### src/inc/lsb_defines.vh
// constants for the logical signal bank: register offsets, fields, timing
`ifndef LSB_DEFINES_VH
`define LSB_DEFINES_VH

// register offsets (byte addresses on the plain register port)
`define LSB_ADDR_OUT_STATE   8'h00
`define LSB_ADDR_IN_STATE    8'h04
`define LSB_ADDR_IN_MODE     8'h08
`define LSB_ADDR_CMD_SET     8'h0c
`define LSB_ADDR_CMD_CLR     8'h10
`define LSB_ADDR_EV_ON_SEL   8'h14
`define LSB_ADDR_EV_OFF_SEL  8'h18
`define LSB_ADDR_IRQ_STAT    8'h1c
`define LSB_ADDR_IRQ_MASK    8'h20
`define LSB_ADDR_TIME_LO     8'h24
`define LSB_ADDR_EV_DATA     8'h28
`define LSB_ADDR_EV_TIME     8'h2c

// reset values
`define LSB_RST_ZERO         32'h0000_0000
`define LSB_RST_EV_SEL       32'hffff_ffff

// interrupt status bits
`define LSB_IRQ_EVENT_BIT    0
`define LSB_IRQ_OVERRUN_BIT  1

// event word layout: bit 5 = on(1)/off(0), bits 4:0 = output index
`define LSB_EV_KIND_BIT      5

// timing
`define LSB_CLK_HZ           20000000
`define LSB_TICK_US          1
`define LSB_PULSE_US         5000
`define LSB_PRESCALE         ((`LSB_CLK_HZ / 1000000) * `LSB_TICK_US)
`define LSB_PULSE_TICKS      (`LSB_PULSE_US / `LSB_TICK_US)

`endif

### src/hdl/lsb_prescaler.v
// prescaler: one-cycle enable pulse every DIV clock cycles
`timescale 1ns/1ps
module lsb_prescaler #(
  parameter DIV = 20
) (
  // clock and reset
  input  wire        clk,
  input  wire        rst_n,
  // tick output
  output reg         tick
);
  reg [15:0] cnt_reg;

  always @(posedge clk or negedge rst_n) begin
    if (!rst_n) begin
      cnt_reg <= 16'h0000;
      tick    <= 1'b0;
    end else if (cnt_reg == DIV[15:0] - 16'h0001) begin
      cnt_reg <= 16'h0000;
      tick    <= 1'b1;
    end else begin
      cnt_reg <= cnt_reg + 16'h0001;
      tick    <= 1'b0;
    end
  end
endmodule // lsb_prescaler

### src/hdl/lsb_pulse_timer.v
// per-input pulse timer: counts ticks down while a pulse is active
`timescale 1ns/1ps
module lsb_pulse_timer #(
  parameter TICKS = 5000
) (
  // clock and reset
  input  wire        clk,
  input  wire        rst_n,
  // control
  input  wire        start,
  input  wire        tick,
  output reg         expire
);
  reg [12:0] cnt_reg;

  always @(posedge clk or negedge rst_n) begin
    if (!rst_n) begin
      cnt_reg <= 13'h0000;
      expire  <= 1'b0;
    end else if (start) begin
      // a repeated command restarts the full length
      cnt_reg <= TICKS[12:0];
      expire  <= 1'b0;
    end else if (tick && cnt_reg != 13'h0000) begin
      cnt_reg <= cnt_reg - 13'h0001;
      expire  <= (cnt_reg == 13'h0001);
    end else begin
      expire  <= 1'b0;
    end
  end
endmodule // lsb_pulse_timer

### src/hdl/lsb_bank.v
// logical signal bank: 32 logic outputs with events, 32 command-driven inputs
// Functional notes
// thirty-two logic result signals enter and are passed on as outputs
// current output states readable for supervisory reporting
// rising edge gives an on event, falling edge an off event
// per-output on/off selects decide which events are stored; others dropped
// each stored event carries the time stamp of its change
// thirty-two inputs set only by control commands
// commands accepted from local virtual switch and supervisory host
// input states clear to zero on every restart
// each input runs in hold mode or pulse mode
// hold mode: set on command one, stays until command zero or restart
// pulse mode: set on command one, clears itself 5 ms later
// pulse timed by prescaled counter; repeat command restarts the count
//
// Chosen here: the register addresses and strobed register access.
`timescale 1ns/1ps
`include "lsb_defines.vh"
module lsb_bank #(
  parameter PRESCALE     = `LSB_PRESCALE,
  parameter PULSE_TICKS  = `LSB_PULSE_TICKS
) (
  // clock and reset
  input  wire        clk,
  input  wire        rst_n,
  // user logic results, same clock domain
  input  wire [31:0] logic_result,
  // local virtual switch commands, one-cycle strobes
  input  wire [31:0] local_set,
  input  wire [31:0] local_clr,
  // register port
  input  wire [7:0]  reg_addr,
  input  wire [31:0] reg_wdata,
  input  wire        reg_wr,
  input  wire        reg_rd,
  output reg  [31:0] reg_rdata,
  // signal outputs
  output reg  [31:0] user_logic_out,
  output reg  [31:0] remote_ctrl_in,
  // event stream to the main event buffer
  output reg         ev_valid,
  output reg  [5:0]  ev_data,
  output reg  [31:0] ev_time,
  // interrupt
  output reg         irq
);
  // ----------------------------------------------------------------
  // registers
  // ----------------------------------------------------------------
  reg  [31:0] in_mode_reg;
  reg  [31:0] ev_on_sel_reg;
  reg  [31:0] ev_off_sel_reg;
  reg  [31:0] irq_stat_reg;
  reg  [31:0] irq_mask_reg;
  reg  [31:0] time_reg;
  reg  [31:0] prev_out_reg;
  reg  [31:0] on_pend_reg;
  reg  [31:0] off_pend_reg;
  reg  [31:0] stamp_reg [0:31];
  reg  [31:0] on_pend_next;
  reg  [31:0] off_pend_next;
  reg  [31:0] in_next;
  reg  [31:0] cmd_set;
  reg  [31:0] cmd_clr;
  reg         pick_found;
  reg  [4:0]  pick_idx;
  reg         pick_on;
  reg         overrun;
  wire        tick;
  wire [31:0] expire;
  wire [31:0] rise;
  wire [31:0] fall;
  integer     i;
  integer     j;
  integer     k;

  function is_addr;
    input [7:0] a;
    input [7:0] target;
    begin
      is_addr = (a == target);
    end
  endfunction

  // ----------------------------------------------------------------
  // time base and pulse timers
  // ----------------------------------------------------------------
  lsb_prescaler #(
    .DIV(PRESCALE)
  ) u_presc (
    .clk   (clk),
    .rst_n (rst_n),
    .tick  (tick)
  );

  genvar g;
  generate
    for (g = 0; g < 32; g = g + 1) begin : g_pulse
      lsb_pulse_timer #(
        .TICKS(PULSE_TICKS)
      ) u_timer (
        .clk    (clk),
        .rst_n  (rst_n),
        .start  (cmd_set[g] & in_mode_reg[g]),
        .tick   (tick),
        .expire (expire[g])
      );
    end
  endgenerate

  // free running microsecond time stamp
  always @(posedge clk or negedge rst_n) begin
    if (!rst_n) begin
      time_reg <= `LSB_RST_ZERO;
    end else if (tick) begin
      time_reg <= time_reg + 32'h0000_0001;
    end
  end

  // ----------------------------------------------------------------
  // commands from both sources
  // ----------------------------------------------------------------
  always @* begin
    cmd_set = local_set;
    cmd_clr = local_clr;
    if (reg_wr && is_addr(reg_addr, `LSB_ADDR_CMD_SET)) begin
      cmd_set = cmd_set | reg_wdata;
    end
    if (reg_wr && is_addr(reg_addr, `LSB_ADDR_CMD_CLR)) begin
      cmd_clr = cmd_clr | reg_wdata;
    end
  end

  always @* begin
    for (j = 0; j < 32; j = j + 1) begin
      if (cmd_set[j]) begin
        in_next[j] = 1'b1;
      end else if (!in_mode_reg[j] && cmd_clr[j]) begin
        in_next[j] = 1'b0;
      end else if (in_mode_reg[j] && expire[j]) begin
        in_next[j] = 1'b0;
      end else begin
        in_next[j] = remote_ctrl_in[j];
      end
    end
  end

  always @(posedge clk or negedge rst_n) begin
    if (!rst_n) begin
      remote_ctrl_in <= `LSB_RST_ZERO;
    end else begin
      remote_ctrl_in <= in_next;
    end
  end

  // ----------------------------------------------------------------
  // logic outputs and event detection
  // ----------------------------------------------------------------
  assign rise = logic_result & ~prev_out_reg;
  assign fall = ~logic_result & prev_out_reg;

  always @* begin
    pick_found = 1'b0;
    pick_idx   = 5'h00;
    pick_on    = 1'b0;
    for (k = 31; k >= 0; k = k - 1) begin
      if (on_pend_reg[k] || off_pend_reg[k]) begin
        pick_found = 1'b1;
        pick_idx   = k[4:0];
        pick_on    = on_pend_reg[k];
      end
    end
    on_pend_next  = on_pend_reg;
    off_pend_next = off_pend_reg;
    if (pick_found) begin
      if (pick_on) begin
        on_pend_next[pick_idx] = 1'b0;
      end else begin
        off_pend_next[pick_idx] = 1'b0;
      end
    end
    // new edges win over the drain of the same slot
    on_pend_next  = on_pend_next | (rise & ev_on_sel_reg);
    off_pend_next = off_pend_next | (fall & ev_off_sel_reg);
    // a second change before the first drains is an overrun
    overrun = |(((rise & ev_on_sel_reg) | (fall & ev_off_sel_reg))
                & (on_pend_reg | off_pend_reg));
  end

  always @(posedge clk or negedge rst_n) begin
    if (!rst_n) begin
      prev_out_reg   <= `LSB_RST_ZERO;
      user_logic_out <= `LSB_RST_ZERO;
      on_pend_reg    <= `LSB_RST_ZERO;
      off_pend_reg   <= `LSB_RST_ZERO;
      ev_valid       <= 1'b0;
      ev_data        <= 6'h00;
      ev_time        <= `LSB_RST_ZERO;
    end else begin
      prev_out_reg   <= logic_result;
      user_logic_out <= logic_result;
      on_pend_reg    <= on_pend_next;
      off_pend_reg   <= off_pend_next;
      ev_valid       <= pick_found;
      // the last event word stays readable between pulses
      ev_data        <= pick_found ? {pick_on, pick_idx} : ev_data;
      ev_time        <= pick_found ? stamp_reg[pick_idx] : ev_time;
    end
  end

  // stamps are caught at the change, not when the event drains
  always @(posedge clk or negedge rst_n) begin
    if (!rst_n) begin
      for (i = 0; i < 32; i = i + 1) begin
        stamp_reg[i] <= `LSB_RST_ZERO;
      end
    end else begin
      for (i = 0; i < 32; i = i + 1) begin
        if ((rise[i] & ev_on_sel_reg[i]) | (fall[i] & ev_off_sel_reg[i])) begin
          stamp_reg[i] <= time_reg;
        end
      end
    end
  end

  // ----------------------------------------------------------------
  // register writes and interrupt status
  // ----------------------------------------------------------------
  always @(posedge clk or negedge rst_n) begin
    if (!rst_n) begin
      in_mode_reg    <= `LSB_RST_ZERO;
      ev_on_sel_reg  <= `LSB_RST_EV_SEL;
      ev_off_sel_reg <= `LSB_RST_EV_SEL;
      irq_mask_reg   <= `LSB_RST_ZERO;
    end else if (reg_wr) begin
      if (is_addr(reg_addr, `LSB_ADDR_IN_MODE)) begin
        in_mode_reg <= reg_wdata;
      end
      if (is_addr(reg_addr, `LSB_ADDR_EV_ON_SEL)) begin
        ev_on_sel_reg <= reg_wdata;
      end
      if (is_addr(reg_addr, `LSB_ADDR_EV_OFF_SEL)) begin
        ev_off_sel_reg <= reg_wdata;
      end
      if (is_addr(reg_addr, `LSB_ADDR_IRQ_MASK)) begin
        irq_mask_reg <= reg_wdata;
      end
    end
  end

  // read clears, but a new event in the same cycle wins
  always @(posedge clk or negedge rst_n) begin
    if (!rst_n) begin
      irq_stat_reg <= `LSB_RST_ZERO;
    end else begin
      irq_stat_reg <= ((reg_rd && is_addr(reg_addr, `LSB_ADDR_IRQ_STAT))
                       ? `LSB_RST_ZERO : irq_stat_reg)
                      | {30'h0, overrun, pick_found};
    end
  end

  always @(posedge clk or negedge rst_n) begin
    if (!rst_n) begin
      irq <= 1'b0;
    end else begin
      irq <= |(irq_stat_reg & irq_mask_reg);
    end
  end

  // ----------------------------------------------------------------
  // register reads
  // ----------------------------------------------------------------
  always @(posedge clk or negedge rst_n) begin
    if (!rst_n) begin
      reg_rdata <= `LSB_RST_ZERO;
    end else if (reg_rd) begin
      case (reg_addr)
        `LSB_ADDR_OUT_STATE:  reg_rdata <= user_logic_out;
        `LSB_ADDR_IN_STATE:   reg_rdata <= remote_ctrl_in;
        `LSB_ADDR_IN_MODE:    reg_rdata <= in_mode_reg;
        `LSB_ADDR_EV_ON_SEL:  reg_rdata <= ev_on_sel_reg;
        `LSB_ADDR_EV_OFF_SEL: reg_rdata <= ev_off_sel_reg;
        `LSB_ADDR_IRQ_STAT:   reg_rdata <= irq_stat_reg;
        `LSB_ADDR_IRQ_MASK:   reg_rdata <= irq_mask_reg;
        `LSB_ADDR_TIME_LO:    reg_rdata <= time_reg;
        `LSB_ADDR_EV_DATA:    reg_rdata <= {26'h0, ev_data};
        `LSB_ADDR_EV_TIME:    reg_rdata <= ev_time;
        default:              reg_rdata <= `LSB_RST_ZERO;
      endcase
    end else begin
      reg_rdata <= `LSB_RST_ZERO;
    end
  end
endmodule // lsb_bank

### config.mk
export PLATFORM = sky130hd
export DESIGN_NAME = lsb_bank
export DESIGN_NICKNAME = d
export VERILOG_FILES = /design/src/hdl/lsb_prescaler.v /design/src/hdl/lsb_pulse_timer.v /design/src/hdl/lsb_bank.v
export VERILOG_INCLUDE_DIRS = /design/src /design/src/inc
export SDC_FILE = /design/constraint.sdc
export NUM_CORES = 2
export LEC_CHECK = 0
export ABC_AREA = 1
export BUFFER_PORTS_ARGS = -buffer_cell sky130_fd_sc_hd__buf_2
export CAP_MARGIN = 20
export CORE_MARGIN = 1.5
export CORE_UTILIZATION = 23
export CTS_CLUSTER_DIAMETER = 80
export DETAILED_ROUTE_END_ITERATION = 7
export GPL_TIMING_DRIVEN = 0
export PLACE_DENSITY = 0.41
export SYNTH_ARGS = -nofsm -noshare
export SYNTH_HDL_FRONTEND = slang
export SYNTH_SLANG_ARGS = --single-unit
### constraint.sdc
create_clock -name clk -period 4.9 [get_ports clk]
set_clock_uncertainty 0.2 [all_clocks]
set_input_delay 0.245 -clock clk [delete_from_list [all_inputs] [get_ports clk]]
set_output_delay 0.245 -clock clk [all_outputs]
set_load 0.005 [all_outputs]
==> impl_metrics.tcl <==
set metrics [dict create \
    status "finished with violations" \
    violations "setup timing" \
    min_to "ev_on_sel_reg[15]" \
    nNetsFinal 11200 \
    antenna_found_initial 49 \
    power_uw 45800 \
    yosysSeqAreaShare_pct 54.8 \
    num_vias 81000 \
    detail_route.wirelength_mm 455 \
    detail_route.wirelength.met1_mm 187 \
    ys_warn_count 0 \
    cts.sinks 1851 \
    critPathSlowestCell "clkbuf_1" \
    area_growth_pct 30.7 \
    hp-class "input pin to flip-flop" \
    vias_per_cell 5.05 \
    finish.utilization_pct 30.3 \
    grt_overflow 0 \
    dieArea_mm2 0.372 \
    largest_reg_flops 1024 \
    rr_startpoint "on_pend_reg[26]" \
    cp.arrival_ns 5.98 \
    setup_ws_ns -0.416 \
    core-area_mm2 0.366 \
    syn_inst 9961 \
    synth_mux_area_share_pct 0.851 \
    hold_violations 0 \
    rsz0062_at_grt "yes" \
    ios 276 \
    p_leak_uw 0.0463 \
    clock.fmax_mhz 188 \
    synth_top_family_by_area "compound AO/OA/AOI/OAI gates" \
    critPathMaxFanout 10 \
    ys_ff_latch 1851 \
    dp_hpwl_mm 338 \
    top_layer "met5" \
    vdd_drop_max_mv 0.315 \
    post_drt_wl_per_cell_um 28.4 \
    drive_above_1_share_pct 14.2 \
    clock_latency_ns 0.95 \
    synth_xor_area_share_pct 0.486 \
    synthSimpleGateAreaFrac_pct 16.2 \
    initial_utilization_pct 23.1 \
    place_area_mm2 0.0940 \
    async_flop_share_pct 100 \
    rows 222 \
    ant_nets 0 \
    place.gp.congestion 1.04 \
    period_share_pct 108 \
    worst_r2r_endpoint "ev_time[30]" \
    die_h_um 610 \
    synth_cell_types 58 \
    synth_ff_type "dfrtp_1" \
    startpoint_type "flip-flop" \
    cap_viol_max_count 0 \
    grt_use_total_pct 23.7 \
    synth-adder-area-share_pct 0.975 \
    syn_avg_cell_area_um2 8.51 \
    dr_wl_met2_mm 198 \
    htree_levels 4 \
    synth_compound_area_share_pct 18.1 \
    cts_tree "done" \
    rr_worst_depth 14 \
    port-buffer-count 275 \
    drt_iter0_markers 9050 \
    rrSetupSlack_ns -0.42 \
    crit_type "flip-flop to flip-flop" \
    final_design_area_no_fill_mm2 0.111 \
    drc_errors 0 \
    holdPathStages 4 \
    max_stage_delay_ns 1.00 \
    min_period_ns 5.32 \
    die_x_um 610 \
    slew_headroom_pct 10.8 \
    synth_edf_count 0 \
    tightest_slew_ns 1.34 \
    cp_cell_sequence "nor2_1, inv_1, nor2_1, nand3_1, o21ai_0, a21oi_1, o21bai_1, nand2_2, nor2_2, clkbuf_1, a21oi_4, o211ai_1, o21ai_1, inv_1" \
    first_pass_iters 8 \
    grt_pass1_vias 78400 \
    synthesis.nets 10200 \
    critPathLaunch "on_pend_reg[26]" \
    max-clock-path-buffers 4 \
    worstSetupEndpointType "flip-flop" \
    netlist_area_mm2 0.0847 \
    grt_max_degree 159 \
    critPathRequiredTime_ns 5.56 \
    final-setup-viol-count 32 \
    finalMaxSlewViolations 0 \
    clk_pin_slew_worst_paths_ns 0.06 \
    root_buffer "clkbuf_16" \
    grt_first_pass_wirelength_mm 623 \
    worstHoldStart "reg_wdata[15]" \
    power_density_mw_per_mm2 413 \
    met3WireLength_mm 40.5 \
    cts_made_buffers 219 \
]
cell families after synthesis:
logic type	Yosys count
AND/OR/NAND/NOR	3321
AO/OA/AOI/OAI	2658
buffers and inverters	1954
flip-flops	1851
adder cells (fa/ha/maj)	66
multiplexers	64
XOR/XNOR	47
final cells by class:
class	instances	area, um^2
antenna	20	50.0
buffer	528	3410
clock buffer	345	6510
clock inverter	58	653
fill	38700	255000
inverter	1420	5380
multi-input combinational	6157	34300
sequential	1851	46400
tap	4816	6030
timing repair buffer	829	8000
repair_timing:
item | 4_1_cts | 5_1_grt
setup endpoints to repair | 107 | 168
setup buffers | 63 | 76
endpoints found under the hold margin | 1451 | 0
pin swaps | 63 | 105
resized for setup | 784 | 304
hold buffers | 297 | 0
cloned | 3 | 2
worst max-delay path: cells and delay by family (launching register included):
family                 cells  cell delay (ns)
buffers and inverters      3             1.18
flip-flops                 1             0.40
AND/OR/NAND/NOR            5             1.70
AO/OA/AOI/OAI              6             1.74
cells in the final DEF (no fill, tap or decap), types with 36 or more instances in the layout:
cell           synthesis  layout
a221oi_1             148      45
clkbuf_16              0     251
o221ai_1              67      52
a221o_1               60      59
o22ai_1              261     196
a221oi_4               0      56
o22ai_2                0      44
buf_4                  0     100
a221oi_2               0      47
dlygate4sd3_1          0     296
clkinv_2               0      39
nand4_1               54      54
clkbuf_8               0      67
dfrtp_1             1787    1785
clkbuf_1             458     420
buf_2                 15     278
o21ai_0             1196    1139
nor2_1              1155    1128
buf_12                 0      63
dfstp_2               64      64
a21oi_1              723     700
o211ai_1              45      45
nand2_1             1544    1524
inv_1               1399    1396
clkbuf_2               0      37
buf_8                  0      64
xor2_1                40      40
ha_1                  66      66
mux2_2                64      64
buf_6                  3      36
buf_1                 58      40
nor3_1               162     157
nand3_2               29      39
nand3_1              239     215
per-layer routing:
layer / vias to the layer above / global-route usage (%)
li1: 35100 / -
met4: 14 / 12.9
met5: - / 0
met2: 3954 / 36.2
met3: 917 / 5.27
met1: 41000 / 31.2
stage by stage:
stage,TNS (ns),hold slack (ns),setup WS [ns],std cells
5_1_grt,-23.83,0.0542,-0.486,16000
2_1_floorplan,0,-0.251,1.09,9961
6_report,-5.55,0.0414,-0.416,16000
3_3_place_gp,-,0.183,-40.77,15100
4_1_cts,-11.36,0.00203,-0.362,15900
3_5_place_dp,-156.00,0.121,-2.77,15200
Yosys cell counts (all sizes together), types with 54 or more instances:
cell | instances | area, um^2
a221o | 60 | 601
nor3 | 162 | 811
o21ai | 1207 | 6040
a221oi | 148 | 1300
o22ai | 261 | 1630
dfstp | 64 | 1680
nand3 | 268 | 1490
a21oi | 723 | 3620
nand4 | 54 | 338
nand2 | 1546 | 5810
nor2 | 1156 | 4340
inv | 1401 | 5260
dfrtp | 1787 | 44700
mux2 | 64 | 721
clkbuf | 458 | 1720
buf | 76 | 327
o221ai | 67 | 587
ha | 66 | 826
power breakdown:
part / switching, uW / internal [uW] / total [uW]
registers: 752 / 16000 / 16700
logic: 8160 / 4180 / 12300
clock network: 7110 / 9620 / 16700
total: 16000 / 29700 / 45800
worst max path at each step:
stage                                     end  slack [ns]  cells past startpoint
6_report                          ev_time[30]       -0.42                     14
5_1_grt                      off_pend_reg[23]       -0.49                     66
4_1_cts                           ev_time[29]       -0.36                     29
3_5_place_dp                      ev_time[30]       -2.77                     26
3_3_place_gp   g_pulse[19].u_timer.cnt_reg[4]      -40.77                      1
2_1_floorplan                     ev_time[25]        1.09                     26
Note: power is estimated with default switching activity, not from simulation.
